[src/rtl/nco_pkg.sv]
// Package with register map, field layout and bus carrier for the phase accumulator oscillator.
package nco_pkg;

   // ------------------------------------------------------------
   // Widths
   // ------------------------------------------------------------
   localparam int ADDR_W = 4;
   localparam int DATA_W = 8;
   localparam int ACC_W  = 20;
   localparam int PW_W   = 3;
   localparam int CNT_W  = 4;

   // ------------------------------------------------------------
   // Register offsets
   // ------------------------------------------------------------
   localparam logic [ADDR_W-1:0] ACC_LOW_A    = 4'h0;
   localparam logic [ADDR_W-1:0] ACC_HIGH_A   = 4'h1;
   localparam logic [ADDR_W-1:0] ACC_UPPER_A  = 4'h2;
   localparam logic [ADDR_W-1:0] INC_LOW_A    = 4'h3;
   localparam logic [ADDR_W-1:0] INC_HIGH_A   = 4'h4;
   localparam logic [ADDR_W-1:0] INC_UPPER_A  = 4'h5;
   localparam logic [ADDR_W-1:0] CTRL_A       = 4'h6;
   localparam logic [ADDR_W-1:0] CLK_CTRL_A   = 4'h7;
   localparam logic [ADDR_W-1:0] INT_STAT_A   = 4'h8;
   localparam logic [ADDR_W-1:0] INT_CLR_A    = 4'h9;
   localparam logic [ADDR_W-1:0] INT_EN_A     = 4'hA;
   localparam logic [ADDR_W-1:0] OUT_STATE_A  = 4'hB;

   // ------------------------------------------------------------
   // Field positions and reset values
   // ------------------------------------------------------------
   localparam int CTRL_EN_B     = 0;
   localparam int CTRL_TOGGLE_B = 1;
   localparam int CTRL_PIN_B    = 2;
   localparam int CLK_SEL_LO    = 0;
   localparam int CLK_PW_LO     = 5;
   localparam int STAT_OVF_B    = 0;
   localparam logic [DATA_W-1:0] BYTE_RST = 8'h00;
   localparam logic [ACC_W-1:0]  ACC_RST  = 20'h00000;

   // ------------------------------------------------------------
   // Clock source codes
   // ------------------------------------------------------------
   localparam logic [2:0] SRC_FAST_OSC = 3'h0;
   localparam logic [2:0] SRC_SYS_CLK  = 3'h1;
   localparam logic [2:0] SRC_CELL1    = 3'h2;
   localparam logic [2:0] SRC_CELL2    = 3'h3;
   localparam logic [2:0] SRC_CELL3    = 3'h4;
   localparam logic [2:0] SRC_CELL4    = 3'h5;

   // ------------------------------------------------------------
   // Register bus request
   // ------------------------------------------------------------
   typedef struct packed {
      logic              wr;
      logic              rd;
      logic [ADDR_W-1:0] addr;
      logic [DATA_W-1:0] wdata;
   } reg_req_s;

endpackage

[src/rtl/nco_top.sv]
// Phase accumulator oscillator with byte-wide registers, output shaping and interrupt.
// ------------------------------------------------------------
// ------------------------------------------------------------
//
// The strobed register port and the register addresses were left to the implementer.
module nco_top (
   // Clock and reset
   input  wire logic             clk,
   input  wire logic             reset_n,
   // Register port
   input  wire nco_pkg::reg_req_s bus_req,
   output logic [7:0]            rdata,
   // Clock sources
   input  wire logic             fast_internal_osc,
   input  wire logic             logic_cell1_output,
   input  wire logic             logic_cell2_output,
   input  wire logic             logic_cell3_output,
   input  wire logic             logic_cell4_output,
   // Outputs
   output logic                  accum_carry_out,
   output logic                  nco_out,
   output logic                  pin_out,
   output logic                  pin_oe,
   output logic                  irq
);

   // ------------------------------------------------------------
   // Reset release
   // ------------------------------------------------------------
   logic rst_meta_r;
   logic rst_sync_n;

   always_ff @(posedge clk or negedge reset_n) begin
      if (!reset_n) begin
         rst_meta_r <= 1'b0;
         rst_sync_n <= 1'b0;
      end else begin
         rst_meta_r <= 1'b1;
         rst_sync_n <= rst_meta_r;
      end
   end

   // ------------------------------------------------------------
   // State
   // ------------------------------------------------------------
   logic [nco_pkg::ACC_W-1:0] acc_r;
   logic [nco_pkg::ACC_W-1:0] inc_r;
   logic [nco_pkg::ACC_W-1:0] buf_r;
   logic [7:0]                ctrl_r;
   logic [7:0]                clk_ctrl_r;
   logic [7:0]                stat_r;
   logic [7:0]                int_en_r;
   logic                      pend_r;
   logic                      seen_r;
   logic                      load_now_r;
   logic                      carry_r;
   logic [nco_pkg::CNT_W-1:0] cnt_r;
   logic                      out_r;
   logic                      pin_r;
   logic                      oe_r;
   logic                      irq_r;
   logic [7:0]                rdata_r;
   logic                      tick;

   // ------------------------------------------------------------
   // Decode
   // ------------------------------------------------------------
   wire wr_w          = bus_req.wr;
   wire rd_w          = bus_req.rd;
   wire [3:0] addr_w  = bus_req.addr;
   wire [7:0] wd_w    = bus_req.wdata;
   wire en_w          = ctrl_r[nco_pkg::CTRL_EN_B];
   wire toggle_w      = ctrl_r[nco_pkg::CTRL_TOGGLE_B];
   wire pin_en_w      = ctrl_r[nco_pkg::CTRL_PIN_B];
   wire [2:0] src_w   = clk_ctrl_r[nco_pkg::CLK_SEL_LO +: 3];
   wire [2:0] pw_w    = clk_ctrl_r[nco_pkg::CLK_PW_LO +: nco_pkg::PW_W];
   wire acc_wr_w      = wr_w && (addr_w == nco_pkg::ACC_LOW_A || addr_w == nco_pkg::ACC_HIGH_A
                                 || addr_w == nco_pkg::ACC_UPPER_A);
   wire inc_wr_w      = wr_w && (addr_w == nco_pkg::INC_LOW_A || addr_w == nco_pkg::INC_HIGH_A
                                 || addr_w == nco_pkg::INC_UPPER_A);
   wire inc_low_wr_w  = wr_w && (addr_w == nco_pkg::INC_LOW_A);
   wire clr_wr_w      = wr_w && (addr_w == nco_pkg::INT_CLR_A);
   wire step_w        = tick && en_w;

   // ------------------------------------------------------------
   // Adder
   // ------------------------------------------------------------
   // Free-running full adder; its result only lands in the accumulator on a tick.
   wire [nco_pkg::ACC_W:0] sum_w = {1'b0, acc_r} + {1'b0, buf_r};

   function automatic logic [nco_pkg::ACC_W-1:0] put_byte(
      input logic [nco_pkg::ACC_W-1:0] cur,
      input logic [1:0]                idx,
      input logic [7:0]                val
   );
      logic [nco_pkg::ACC_W-1:0] res;
      res = cur;
      case (idx)
         2'h0:    res[7:0]   = val;
         2'h1:    res[15:8]  = val;
         default: res[19:16] = val[3:0];
      endcase
      return res;
   endfunction

   wire [1:0] acc_idx_w = (addr_w == nco_pkg::ACC_LOW_A)  ? 2'h0 :
                          (addr_w == nco_pkg::ACC_HIGH_A) ? 2'h1 : 2'h2;
   wire [1:0] inc_idx_w = (addr_w == nco_pkg::INC_LOW_A)  ? 2'h0 :
                          (addr_w == nco_pkg::INC_HIGH_A) ? 2'h1 : 2'h2;

   // Software writes take priority over a coincident addition.
   wire [nco_pkg::ACC_W-1:0] acc_nxt = acc_wr_w ? put_byte(acc_r, acc_idx_w, wd_w) :
                                       step_w   ? sum_w[nco_pkg::ACC_W-1:0] : acc_r;
   wire carry_nxt = step_w && !acc_wr_w && sum_w[nco_pkg::ACC_W];
   wire [nco_pkg::ACC_W-1:0] inc_nxt = inc_wr_w ? put_byte(inc_r, inc_idx_w, wd_w) : inc_r;

   // ------------------------------------------------------------
   // Increment buffer loading
   // ------------------------------------------------------------
   // The low-byte write arms a load on the second tick; high and upper must precede it.
   wire load_en_w = pend_r && seen_r && tick && en_w;
   wire pend_nxt  = (inc_low_wr_w && en_w) ? 1'b1 : (load_en_w || !en_w) ? 1'b0 : pend_r;
   wire seen_nxt  = (inc_low_wr_w && en_w) ? 1'b0 : (pend_r && tick) ? 1'b1 : seen_r;
   wire [nco_pkg::ACC_W-1:0] buf_nxt = (load_en_w || load_now_r) ? inc_r : buf_r;

   // ------------------------------------------------------------
   // Output shaping
   // ------------------------------------------------------------
   wire [nco_pkg::CNT_W-1:0] cnt_nxt =
      (carry_r && !toggle_w) ? ({1'b0, pw_w} + 4'h1) :
      (tick && cnt_r != 4'h0) ? cnt_r - 4'h1 : cnt_r;
   wire out_nxt = toggle_w ? (carry_r ? ~out_r : out_r) : (cnt_nxt != 4'h0);

   // ------------------------------------------------------------
   // Interrupt
   // ------------------------------------------------------------
   wire [7:0] set_w    = {7'h00, carry_r};
   wire [7:0] clr_w    = clr_wr_w ? wd_w : 8'h00;
   wire [7:0] stat_nxt = (stat_r & ~clr_w) | set_w;

   // ------------------------------------------------------------
   // Read mux
   // ------------------------------------------------------------
   // Increment reads show the written copy; the live buffer stays invisible.
   wire [7:0] rd_mux_w =
      (addr_w == nco_pkg::ACC_LOW_A)   ? acc_r[7:0] :
      (addr_w == nco_pkg::ACC_HIGH_A)  ? acc_r[15:8] :
      (addr_w == nco_pkg::ACC_UPPER_A) ? {4'h0, acc_r[19:16]} :
      (addr_w == nco_pkg::INC_LOW_A)   ? inc_r[7:0] :
      (addr_w == nco_pkg::INC_HIGH_A)  ? inc_r[15:8] :
      (addr_w == nco_pkg::INC_UPPER_A) ? {4'h0, inc_r[19:16]} :
      (addr_w == nco_pkg::CTRL_A)      ? ctrl_r :
      (addr_w == nco_pkg::CLK_CTRL_A)  ? clk_ctrl_r :
      (addr_w == nco_pkg::INT_STAT_A)  ? stat_r :
      (addr_w == nco_pkg::INT_EN_A)    ? int_en_r :
      (addr_w == nco_pkg::OUT_STATE_A) ? {5'h00, pin_r, out_r, carry_r} : 8'h00;

   // ------------------------------------------------------------
   // Clock source
   // ------------------------------------------------------------
   nco_clock_select u_clock_select (
      .clk                (clk),
      .rst_sync_n         (rst_sync_n),
      .fast_internal_osc  (fast_internal_osc),
      .logic_cell1_output (logic_cell1_output),
      .logic_cell2_output (logic_cell2_output),
      .logic_cell3_output (logic_cell3_output),
      .logic_cell4_output (logic_cell4_output),
      .clk_src_sel        (src_w),
      .input_tick         (tick)
   );

   // ------------------------------------------------------------
   // Registers
   // ------------------------------------------------------------
   always_ff @(posedge clk or negedge rst_sync_n) begin
      if (!rst_sync_n) begin
         acc_r      <= nco_pkg::ACC_RST;
         inc_r      <= nco_pkg::ACC_RST;
         buf_r      <= nco_pkg::ACC_RST;
         ctrl_r     <= nco_pkg::BYTE_RST;
         clk_ctrl_r <= nco_pkg::BYTE_RST;
         int_en_r   <= nco_pkg::BYTE_RST;
         stat_r     <= nco_pkg::BYTE_RST;
         pend_r     <= 1'b0;
         seen_r     <= 1'b0;
         load_now_r <= 1'b0;
         carry_r    <= 1'b0;
         cnt_r      <= 4'h0;
         out_r      <= 1'b0;
         pin_r      <= 1'b0;
         oe_r       <= 1'b0;
         irq_r      <= 1'b0;
         rdata_r    <= 8'h00;
      end else begin
         acc_r      <= acc_nxt;
         inc_r      <= inc_nxt;
         buf_r      <= buf_nxt;
         ctrl_r     <= (wr_w && addr_w == nco_pkg::CTRL_A) ? wd_w : ctrl_r;
         clk_ctrl_r <= (wr_w && addr_w == nco_pkg::CLK_CTRL_A) ? wd_w : clk_ctrl_r;
         int_en_r   <= (wr_w && addr_w == nco_pkg::INT_EN_A) ? wd_w : int_en_r;
         stat_r     <= stat_nxt;
         pend_r     <= pend_nxt;
         seen_r     <= seen_nxt;
         load_now_r <= inc_wr_w && !en_w;
         carry_r    <= carry_nxt;
         cnt_r      <= cnt_nxt;
         out_r      <= out_nxt;
         pin_r      <= out_nxt && pin_en_w;
         oe_r       <= pin_en_w;
         irq_r      <= |(stat_nxt & int_en_r);
         rdata_r    <= rd_w ? rd_mux_w : 8'h00;
      end
   end

   assign accum_carry_out = carry_r;
   assign nco_out         = out_r;
   assign pin_out         = pin_r;
   assign pin_oe          = oe_r;
   assign irq             = irq_r;
   assign rdata           = rdata_r;

   // ------------------------------------------------------------
   // Checks
   // ------------------------------------------------------------
   a_acc_adds: assert property (@(posedge clk) disable iff (!rst_sync_n)
      (step_w && !acc_wr_w) |=> (acc_r == $past(sum_w[19:0])))
      else $error("accumulator did not take the sum");

   a_carry_raw: assert property (@(posedge clk) disable iff (!rst_sync_n)
      (step_w && !acc_wr_w && sum_w[20]) |=> accum_carry_out)
      else $error("overflow did not give a carry");

   // Back-to-back overflows are legal for large increments, so the drop is checked apart.
   a_carry_drops: assert property (@(posedge clk) disable iff (!rst_sync_n)
      !(step_w && !acc_wr_w && sum_w[20]) |=> !accum_carry_out)
      else $error("carry stood without an overflow");

   a_flag_sets: assert property (@(posedge clk) disable iff (!rst_sync_n)
      accum_carry_out |=> stat_r[0])
      else $error("overflow did not set the status flag");

   a_toggle_flips: assert property (@(posedge clk) disable iff (!rst_sync_n)
      (accum_carry_out && toggle_w) |=> (nco_out != $past(nco_out)))
      else $error("toggle mode did not invert the output");

   a_pulse_high: assert property (@(posedge clk) disable iff (!rst_sync_n)
      (accum_carry_out && !toggle_w) |=> nco_out)
      else $error("pulse mode did not raise the output");

   a_hold_off: assert property (@(posedge clk) disable iff (!rst_sync_n)
      (!en_w && !acc_wr_w) |=> ($stable(acc_r) && !accum_carry_out))
      else $error("disabled accumulator moved");

   a_load_now: assert property (@(posedge clk) disable iff (!rst_sync_n)
      (inc_wr_w && !en_w) |=> ##1 (buf_r == $past(inc_r)))
      else $error("disabled write did not reach the buffer");

   a_load_second: assert property (@(posedge clk) disable iff (!rst_sync_n)
      load_en_w |=> (buf_r == $past(inc_r)))
      else $error("armed load did not reach the buffer");

   a_read_inc: assert property (@(posedge clk) disable iff (!rst_sync_n)
      (rd_w && addr_w == nco_pkg::INC_LOW_A) |=> (rdata == $past(inc_r[7:0])))
      else $error("increment read did not show the written value");

   a_irq_level: assert property (@(posedge clk) disable iff (!rst_sync_n)
      ##1 (irq == |(stat_r & $past(int_en_r))))
      else $error("interrupt output does not follow enabled status");

   a_flag_holds: assert property (@(posedge clk) disable iff (!rst_sync_n)
      (stat_r[0] && !(clr_wr_w && wd_w[0])) |=> stat_r[0])
      else $error("status flag dropped without a clear");

   a_flag_clears: assert property (@(posedge clk) disable iff (!rst_sync_n)
      (clr_wr_w && wd_w[0] && !accum_carry_out) |=> !stat_r[0])
      else $error("status flag survived a clear");

   a_pin_enable: assert property (@(posedge clk) disable iff (!rst_sync_n)
      pin_en_w |=> (pin_oe && (pin_out == nco_out)))
      else $error("enabled pin does not carry the output");

   a_pin_off: assert property (@(posedge clk) disable iff (!rst_sync_n)
      !pin_en_w |=> (!pin_oe && !pin_out))
      else $error("disabled pin is still driven");

   a_pulse_ends: assert property (@(posedge clk) disable iff (!rst_sync_n)
      (!toggle_w && !carry_r && cnt_r == 4'h0) |=> !nco_out)
      else $error("pulse outlived its stretch count");

endmodule

[src/rtl/nco_clock_select.sv]
// Input clock selector: synchronises the candidate sources and yields one tick per rising edge.
module nco_clock_select (
   // Clock and reset
   input  wire logic       clk,
   input  wire logic       rst_sync_n,
   // Sources
   input  wire logic       fast_internal_osc,
   input  wire logic       logic_cell1_output,
   input  wire logic       logic_cell2_output,
   input  wire logic       logic_cell3_output,
   input  wire logic       logic_cell4_output,
   // Selection and result
   input  wire logic [2:0] clk_src_sel,
   output logic            input_tick
);

   logic [4:0] meta_r;
   logic [4:0] sync_r;
   logic       prev_r;
   logic       tick_r;
   wire  [4:0] raw_w = {logic_cell4_output, logic_cell3_output, logic_cell2_output,
                        logic_cell1_output, fast_internal_osc};
   wire        sel_level_w;
   wire        edge_w;

   // ------------------------------------------------------------
   // Selection
   // ------------------------------------------------------------
   // Sources faster than half the system clock alias; they are sampled, not used as clocks.
   assign sel_level_w = (clk_src_sel == nco_pkg::SRC_FAST_OSC) ? sync_r[0] :
                        (clk_src_sel == nco_pkg::SRC_CELL1)    ? sync_r[1] :
                        (clk_src_sel == nco_pkg::SRC_CELL2)    ? sync_r[2] :
                        (clk_src_sel == nco_pkg::SRC_CELL3)    ? sync_r[3] :
                        (clk_src_sel == nco_pkg::SRC_CELL4)    ? sync_r[4] : 1'b0;
   assign edge_w = (clk_src_sel == nco_pkg::SRC_SYS_CLK) ? 1'b1 : (sel_level_w & ~prev_r);

   always_ff @(posedge clk or negedge rst_sync_n) begin
      if (!rst_sync_n) begin
         meta_r <= 5'h00;
         sync_r <= 5'h00;
         prev_r <= 1'b0;
         tick_r <= 1'b0;
      end else begin
         meta_r <= raw_w;
         sync_r <= meta_r;
         prev_r <= sel_level_w;
         tick_r <= edge_w;
      end
   end

   assign input_tick = tick_r;

endmodule

[config.mk]
export PLATFORM = sky130hd
export DESIGN_NAME = nco_top
export DESIGN_NICKNAME = d
export VERILOG_FILES = /design/src/rtl/nco_pkg.sv /design/src/rtl/nco_top.sv /design/src/rtl/nco_clock_select.sv
export SDC_FILE = /design/constraint.sdc
export NUM_CORES = 1
export LEC_CHECK = 0
export ABC_AREA = 0
export ABC_CLOCK_PERIOD_IN_PS = 7850
export BUFFER_PORTS_ARGS = -buffer_cell sky130_fd_sc_hd__buf_2
export CAP_MARGIN = 20
export CORE_ASPECT_RATIO = 0.75
export CORE_MARGIN = 4
export CORE_UTILIZATION = 66
export CTS_CLUSTER_SIZE = 16
export DETAILED_ROUTE_END_ITERATION = 6
export GPL_ROUTABILITY_DRIVEN = 0
export PLACE_DENSITY = 0.81
export SYNTH_ARGS = -nofsm -noshare
export SYNTH_HDL_FRONTEND = slang
export SYNTH_SLANG_ARGS = --single-unit
[constraint.sdc]
create_clock -name clk -period 7.85 [get_ports clk]
set_input_delay 0.3925 -clock clk [delete_from_list [all_inputs] [get_ports clk]]
set_output_delay 0.3925 -clock clk [all_outputs]
set_load 0.05 [all_outputs]
==> run metrics, run 1 <==
status completed; setup tns final 0 ns; Design Power 3030 uW; gr ovfl total 0; Clock Latency Late Sink 0.41 ns; EDFF count, synth 0; post-CTS setup buffer count 0; DRT iter0 DRCs 802; Crit Reg-Reg Startpoint acc_r[0]; Worst-Margin Slew 0.9434 ns; mean routed wirelength per cell 23.45 um; Area contributors post-synth dfrtp_1 (47%), mux2_2 (13%), ha_1 (4.1%), a21oi_1 (2.7%), nand2_1 (2.6%); Req. time, crit path 8.15 ns; antenna violations before repair 0; final instance area 0.007584 mm2; aggregate routed wire length 18.88 mm; Pleak 0.003418 uW; Ports 34; Core Rows 31; pre-CTS WS 4.966 ns; Non-Filler Instances 805; crit path max fanout 5; Hold Path Cell Cnt 1; terminus of the critical flop-to-flop path acc_r[18]; crit-path cells ha_1, fa_1, a21o_1, a311o_1, nand3_1, a21oi_1, or4_1, o211a_1; CTS sink cnt 126; Initial Utilization 68.66%; DP Cell Count 772; WHS Endpoint u_clock_select.meta_r[3]; worst path arrival time 3.03 ns; Root Driver clkbuf_16; DR vias 5,487; Die Area 0.01191 mm2; unrepaired setup endpoints after global routing false; fin nets 704; first-pass GRT wire length 29.82 mm; post-layout min period 2.724 ns; Post-DRT Antenna Nets 0; GR Layer Usage met2 49.64%; cts bufs inserted 17; DRC 0; Peak VDD IR 0.2569 mV; drt pass-1 iters 7; pwr/cell area 399.5 mW/mm2; Reg2Reg Depth 8; Fmax 367.1 MHz; vias per inst 6.816; synthesized area 0.006738 mm2; synthesis-to-layout area growth 12.55%; layout cells sized above 1 23.18%; crit path launch type flip-flop; CTS H-tree depth 4; CP peak stage delay 0.48 ns; Crit Path Class flip-flop to flip-flop; Hold Crit Class input port to flip-flop; placed instance area 0.006967 mm2; final hold violation count 0; global route hottest layer met2; period utilisation layout 34.70%; vias in the first global route 5,386; DP Wirelength 13.03 mm; Total GRT Usage 32.87%; GR Util met1 46.33%; I/O Buffers 33; fraction of registers with async set/reset 100.0%; final max-slew violation count 0; Die Span Y 95.50 um; Reg clk slew, reported paths 0.06 ns; R2R setup slack 5.13 ns; Core ar. 0.009813 mm2; Yosys top cell by area dfrtp_1; number of gates resized after CTS 0; Max Cap Viol 0; cell count after synthesis 634; CTS tree built; met3 Usage GRT 9.518%; Seq/Total Area, Yosys 46.80%; setup ws final 5.126 ns; clk buf depth 2; number of diodes 0; FF+latch count, synth 126; Synthesized Nets 678; count of cell types in the netlist 68; chip width 124.7 um; Hold Startpoint logic_cell3_output; Crit-path slowest cell or4_1; final setup fails 0; synthesized area per cell 10.63 um2; YS warnings 0; largest net degree at the start of global routing 65; main flop type after synthesis dfrtp_1; relative slew slack 36.88%; CP endpoint kind flip-flop; top cell type's share of synthesized area 46.80%; Fin Clk Skew 0.006310 ns
## synth_stat cells, drive strengths merged (4+ instances only)
cell type,instances
buf,13
a22oi,5
ha,22
o22ai,4
nor2b,10
a221oi,5
a22o,4
nand2,46
nor2,42
o21a,6
nand2b,7
clkbuf,16
and3,7
a21oi,37
dfrtp,126
a21o,13
and2,9
a211o,4
mux2,76
nor3,17
a211oi,7
nand3,7
a31oi,21
o21ai,28
inv,17
mux2i,14
xor2,6
xnor2,6
## cell usage in the layout, fill, tap and decap left out, drive strengths merged, types with 7 or more instances in the layout
cell type	n
inv	19
buf	35
dfrtp	126
nor3	17
ha	22
mux2i	14
nand2b	7
a31oi	21
nand2	46
and2	9
clkbuf	19
mux2	76
and3	7
a21oi	37
nand3	7
a21o	13
o21ai	28
nor2b	10
a211oi	7
nor2	42
## report_power, final
part / total [uW] / internal [uW] / leakage [uW] / switching, uW
clock network: 813 / 509 / 0.000294 / 304
registers: 1050 / 835 / 0.00152 / 210
logic: 1170 / 507 / 0.00160 / 664
total: 3030 / 1850 / 0.00342 / 1180
## critical path: cells and delay by family, from the launching register on
family / cells / cell delay [ns]
adders and majority gates: 2 / 0.69
DFF: 1 / 0.41
AOI/OAI and AO/OA: 4 / 0.88
and+or+nand+nor: 2 / 0.62
## per-stage QoR
step	utilization [%]	hold WS, ns
after CTS	77.28	0.07947
after detailed placement	70.99	0.1802
after global placement	70.99	0.1776
after global routing	77.28	0.07499
after floorplan	-	0.09691
final	77.28	0.08008
## sequential cells by signal, indices dropped and copies added (netlist names), 5 cells and up
name                   count
acc_r                     20
buf_r                     20
clk_ctrl_r                 8
ctrl_r                     8
inc_r                     20
int_en_r                   8
rdata                      8
stat_r                     8
u_clock_select.meta_r      5
u_clock_select.sync_r      5
## routing by layer
metal	vias up	wire length, um
li1	2389	-
met1	2670	7734
met2	376	8384
met3	52	2320
met4	0	435
met5	-	0
## logic make-up (layout without fill, tap and decap cells)
kind of cell	Yosys count	in the layout	synth area share, %
buffers and inverters	46	85	2.823
muxes	90	90	14.78
AOI/OAI and AO/OA	168	168	17.08
xor gates and xnor gates	12	12	1.560
adders and majority gates	23	23	4.382
DFF	126	126	46.80
other	1	1	0.05566
and+or+nand+nor	168	168	12.52
## worst max-delay path by stage
stage | startpoint | depth (start not counted) | slack, ns | end
3_5_place_dp | bus_req[10] | 5 | 4.97 | acc_r[2]
6_report | acc_r[0] | 8 | 5.13 | acc_r[18]
5_1_grt | acc_r[0] | 8 | 5.03 | acc_r[18]
4_1_cts | acc_r[0] | 8 | 5.16 | acc_r[18]
2_1_floorplan | rst_sync_n | 0 | 4.08 | acc_r[0]
3_3_place_gp | bus_req[10] | 5 | 5.02 | acc_r[2]
## final cells by class
| type | count | area, um2 |
|---|---|---|
| Fill cell | 623 | 2230 |
| Sequential cell | 126 | 3157 |
| Clock buffer | 19 | 442.9 |
| Clock inverter | 13 | 163.9 |
| Timing Repair Buffer | 36 | 190.2 |
| Tap cell | 132 | 165.2 |
| Inverter | 17 | 63.81 |
| Multi-Input combinational cell | 462 | 3401 |
## repair_timing
item | 4_1_cts | 5_1_grt
endpoints found under the hold margin | 2 | 0
hold buffers | 1 | 0
setup endpoints to repair | 0 | 0
No activity file was read; power rests on OpenSTA's default activity.
==> inputs of run 2 (changes only) <==
Settings changed: ABC_CLOCK_PERIOD_IN_PS 7850 to 2400, CORE_UTILIZATION 66 to 56, PLACE_DENSITY 0.81 to 0.73.
Clock period 7.85 ns to 2.4 ns, I/O delays scaled along.
==> run metrics, run 2 (synthesis gave the netlist of run 1 again) <==
Total GRT Usage 29.37%; synthesis-to-layout area growth 19.46%; Net Sw Frac 37.86%; DRC 0; drt pass-1 iters 5; cts bufs inserted 17; DP Wirelength 14.09 mm; post-layout min period 2.363 ns; Fmax 423.2 MHz; unrepaired setup endpoints after global routing true; logic gate share of total power 41.9%; Max Cap Viol 0; Initial Utilization 57.59%; final setup fails 0; Core Rows 34; vias per inst 6.267; mean routed wirelength per cell 22.14 um; pwr/cell area 1276 mW/mm2; layout cells sized above 1 28.85%; Fin Clk Skew 0.01030 ns; relative slew slack 55.76%; Die Span Y 103.0 um; DR vias 5,540; status completed; final instance area 0.008049 mm2; Post-DRT Antenna Nets 0; Ports 34; Crit Path Class flip-flop to flip-flop; chip width 134.7 um; CTS H-tree depth 4; commonest non-fill, non-tap cell in the layout dfrtp_1; clock group share of total power 25.7%; Die Area 0.01387 mm2; Clock Latency Late Sink 0.41 ns; aggregate routed wire length 19.57 mm; Internal 6380 uW; Req. time, crit path 2.69 ns; Non-Filler Instances 884; CTS sink cnt 126; CP endpoint kind flip-flop; largest net degree at the start of global routing 63; sequential power share 32.4%; Net Sw Power 3887 uW; commonest cells after routing, fill and taps aside dfrtp_1 (125), mux2_2 (76), nand2_1 (46), buf_4 (44), nor2_1 (40); period utilisation layout 98.46%; first-pass GRT wire length 30.77 mm; vias in the first global route 5,462; crit path launch type flip-flop; final hold violation count 0; crit path max fanout 4; Reg clk slew, reported paths 0.06 ns; DRT iter0 DRCs 852; antenna violations before repair 0; I/O Buffers 33; gr ovfl total 0; Peak VDD IR 0.5883 mV; Root Driver clkbuf_16; clk buf depth 2; fin nets 752; placed instance area 0.007295 mm2; Crit Reg-Reg Startpoint acc_r[0]; Core ar. 0.01170 mm2; Top Registers acc_r (20), buf_r (20), inc_r (20); final max-slew violation count 0; WHS 0.03024 ns; worst path arrival time 2.66 ns; Pleak 0.003661 uW; crit path from acc_r[0]; Hold Crit Class input port to async pin; CTS tree built; Worst-Margin Slew 0.6592 ns; DP Cell Count 839
## run 2: changes by cell type in the layout (fill, tap and decap cells not counted), moves of 2 or more
| cell | before | now |
|---|---|---|
| ha_2 | 0 | 3 |
| buf_4 | 2 | 44 |
| dlygate4sd3_1 | 1 | 6 |
| clkinv_4 | 3 | 6 |
| a21oi_1 | 37 | 35 |
| a21oi_2 | 0 | 2 |
| clkinvlp_4 | 2 | 0 |
| ha_1 | 22 | 18 |
## run 2: metrics by stage
step	total power (uW)	setup WS, ns	util, %	setup TNS, ns
after floorplan	6080	0.07268	-	0
after global placement	7160	-0.001488	62.35	-0.001488
after detailed placement	7352	-0.07961	62.35	-0.09041
after CTS	10090	-0.02452	68.32	-0.03737
after global routing	10860	-0.05665	68.78	-0.08928
final	10270	0.03696	68.80	0
## run 2: routing by layer
| metal | GRT usage (%) | vias to the layer above | part of all wire, % |
|---|---|---|---|
| met1 | 42.98 | 2733 | 45 |
| met2 | 43.68 | 275 | 43 |
| met3 | 7.317 | 37 | 9.4 |
| li1 | - | 2495 | - |
| met4 | 8.451 | 0 | 2.1 |
| met5 | 0 | - | 0 |
## run 2: cell type report
| cell class | instances | area, um2 |
|---|---|---|
| clock inverters | 13 | 166.4 |
| multi-input cells | 462 | 3438 |
| clock buffers | 19 | 442.9 |
| repair buffers | 84 | 575.6 |
| diodes | 1 | 2.502 |
| fillers | 852 | 3650 |
| flip-flops and latches | 126 | 3157 |
| inverters | 17 | 63.81 |
| well taps | 162 | 202.7 |
## run 2: worst max-delay path, cell delays in order, from the launching register on
cell and delay [ns]:
dfrtp_1 0.39, ha_2 0.20, fa_2 0.36, a21o_1 0.18, a311o_1 0.34, nand3_2 0.12
a21oi_2 0.07, or4_1 0.47, o211a_1 0.13
## run 2: final timing paths
kind                            cells past startpoint  slack, ns          end
worst max-delay path                                8       0.04    acc_r[18]
worst min-delay path                                2       0.03   rst_meta_r
worst max register to register                      8       0.04    acc_r[18]
worst min register to register                      0       0.30  int_en_r[7]
max in group asynchronous                           1       1.29    buf_r[18]
min in group clk                                    2       0.03     rdata[6]
## run 2: power groups by stage
stage	Clock [uW]	Combinational (uW)	Sequential, uW
after floorplan	0	2830	3250
after global placement	0	3860	3300
after detailed placement	0	4020	3330
after CTS	2660	4120	3310
after global routing	2750	4700	3400
final	2640	4300	3330
## run 2: timing repair
| item | 4_1_cts | 5_1_grt |
|---|---|---|
| gates resized for setup | 4 | 7 |
| gates cloned | 0 | 0 |
| pin swaps | 3 | 13 |
| hold endpoints to repair | 7 | 0 |
| setup endpoints to repair | 4 | 8 |
| hold buffers | 6 | 0 |
| buffers inserted | 2 | 4 |
==> inputs of run 3 (changes only) <==
Settings changed: CORE_ASPECT_RATIO 0.75 to 1.75.
==> run metrics, run 3 (synthesis gave the netlist of run 1 again) <==
WHS 0.02753 ns; Ports 34; pwr/cell area 1292 mW/mm2; FF+latch area 0.003157 mm2; Core Rows 52; Pleak 0.003658 uW; I/O Buffers 33; fin nets 754; chip width 90.92 um; Fin Clk Skew 0.01362 ns; crit path launch type flip-flop; Hold Crit Class input port to flip-flop; setup ws final -0.01675 ns; aggregate routed wire length 20.03 mm; synthesis-to-layout area growth 19.31%; crit path max fanout 4; final max-slew violation count 0; CTS tree built; layout cells sized above 1 29.18%; Layout fillers 870; period utilisation layout 100.7%; Top Registers acc_r (20), buf_r (20), inc_r (20); final setup fails 2; first-pass GRT wire length 31.62 mm; final hold violation count 0; number of diodes 0; CTS sink cnt 126; worst path arrival time 2.73 ns; pre-CTS WS -0.1261 ns; largest net degree at the start of global routing 43; CTS H-tree depth 4; Post-DRT Antenna Nets 0; DP Wirelength 14.42 mm; commonest non-fill, non-tap cell in the layout dfrtp_1; clk buf depth 2; cts bufs inserted 17; Req. time, crit path 2.71 ns; Die Area 0.01392 mm2; gr ovfl total 0; mean routed wirelength per cell 23.34 um; CP endpoint kind flip-flop; DR vias 5,658; post-layout min period 2.417 ns; multi-input logic area 0.003457 mm2; Clock Latency Late Sink 0.43 ns; Crit Path Class flip-flop to flip-flop; unrepaired setup endpoints after global routing true; commonest cells after routing, fill and taps aside dfrtp_1 (125), mux2_2 (76), nand2_1 (46), buf_4 (44), nor2_1 (40); antenna violations before repair 0; relative slew slack 51.17%; Core ar. 0.01165 mm2; Reg clk slew, reported paths 0.06 ns; Max Cap Viol 0; Initial Utilization 57.85%; vias in the first global route 6,029; Peak VDD IR 0.7817 mV; Worst-Margin Slew 0.7276 ns; drt pass-1 iters 5; status finished with violations; DRC 0; Total GRT Usage 29.70%; Root Driver clkbuf_16; Die Span Y 153.1 um; failing checks negative setup slack; DRT iter0 DRCs 528; vias per inst 6.594; Fmax 413.8 MHz
run 3: timing repair:
action,CTS,global route
hold buffers,7,0
pin swaps,4,9
endpoints found under the hold margin,7,0
resized for setup,7,6
endpoints found under the setup margin,7,9
setup buffers,2,4
gates cloned,0,0
run 3: where the power goes:
part	switching (uW)	internal, uW	total [uW]	leakage (uW)
registers	606	2730	3340	0.00152
logic	2390	2070	4460	0.00185
clock network	1040	1550	2580	0.000284
total	4040	6350	10400	0.00366
run 3: through the flow:
step / power [uW] / instances / instance area, um2 / utilization [%] / setup TNS, ns
2_1_floorplan: 6080 / 634 / 6739 / - / 0
3_3_place_gp: 7226 / 813 / 7281 / 62.52 / -0.03589
3_5_place_dp: 7405 / 813 / 7281 / 62.52 / -0.2058
4_1_cts: 10150 / 854 / 7993 / 68.63 / -0.05724
5_1_grt: 10970 / 858 / 8039 / 69.03 / -0.4216
6_report: 10380 / 858 / 8039 / 69.03 / -0.02429
run 3: critical path: stages, from the launching register on:
cell     delay [ns]
dfrtp_1        0.39
ha_2           0.21
fa_2           0.36
a21o_1         0.19
a311o_1        0.35
nand3_2        0.13
a21oi_2        0.07
or4_1          0.48
o211a_1        0.12
run 3: worst paths after layout:
| path | from | endpoint | slack, ns | cells past startpoint |
|---|---|---|---|---|
| setup / recovery | acc_r[0] | acc_r[18] | -0.02 | 8 |
| hold / removal | bus_req[12] | rdata[6] | 0.03 | 2 |
| setup reg to reg | acc_r[0] | acc_r[18] | -0.02 | 8 |
| hold reg to reg | rst_sync_n | int_en_r[0] | 0.32 | 0 |
| max in group asynchronous | rst_sync_n | buf_r[10] | 1.33 | 1 |
| min in group asynchronous | rst_sync_n | int_en_r[0] | 0.32 | 0 |
run 3: area by class of cell:
| cell class | count | area share (%) |
|---|---|---|
| timing repair buffer | 86 | 7.533 |
| inverter | 17 | 0.7938 |
| sequential | 126 | 39.27 |
| clock buffer | 18 | 5.339 |
| tap | 135 | 2.101 |
| multi-input combinational | 462 | 43.00 |
| clock inverter | 14 | 1.961 |
run 3: metal layers:
| metal | part of all wire [%] | vias to the layer above | GRT usage, % | wire length (um) |
|---|---|---|---|---|
| met3 | 5.4 | 129 | 5.607 | 1072 |
| met4 | 11 | 0 | 27.77 | 2152 |
| met1 | 34 | 2747 | 31.26 | 6892 |
| met2 | 49 | 273 | 49.20 | 9908 |
| li1 | - | 2509 | - | - |
| met5 | 0 | - | 0 | 0 |
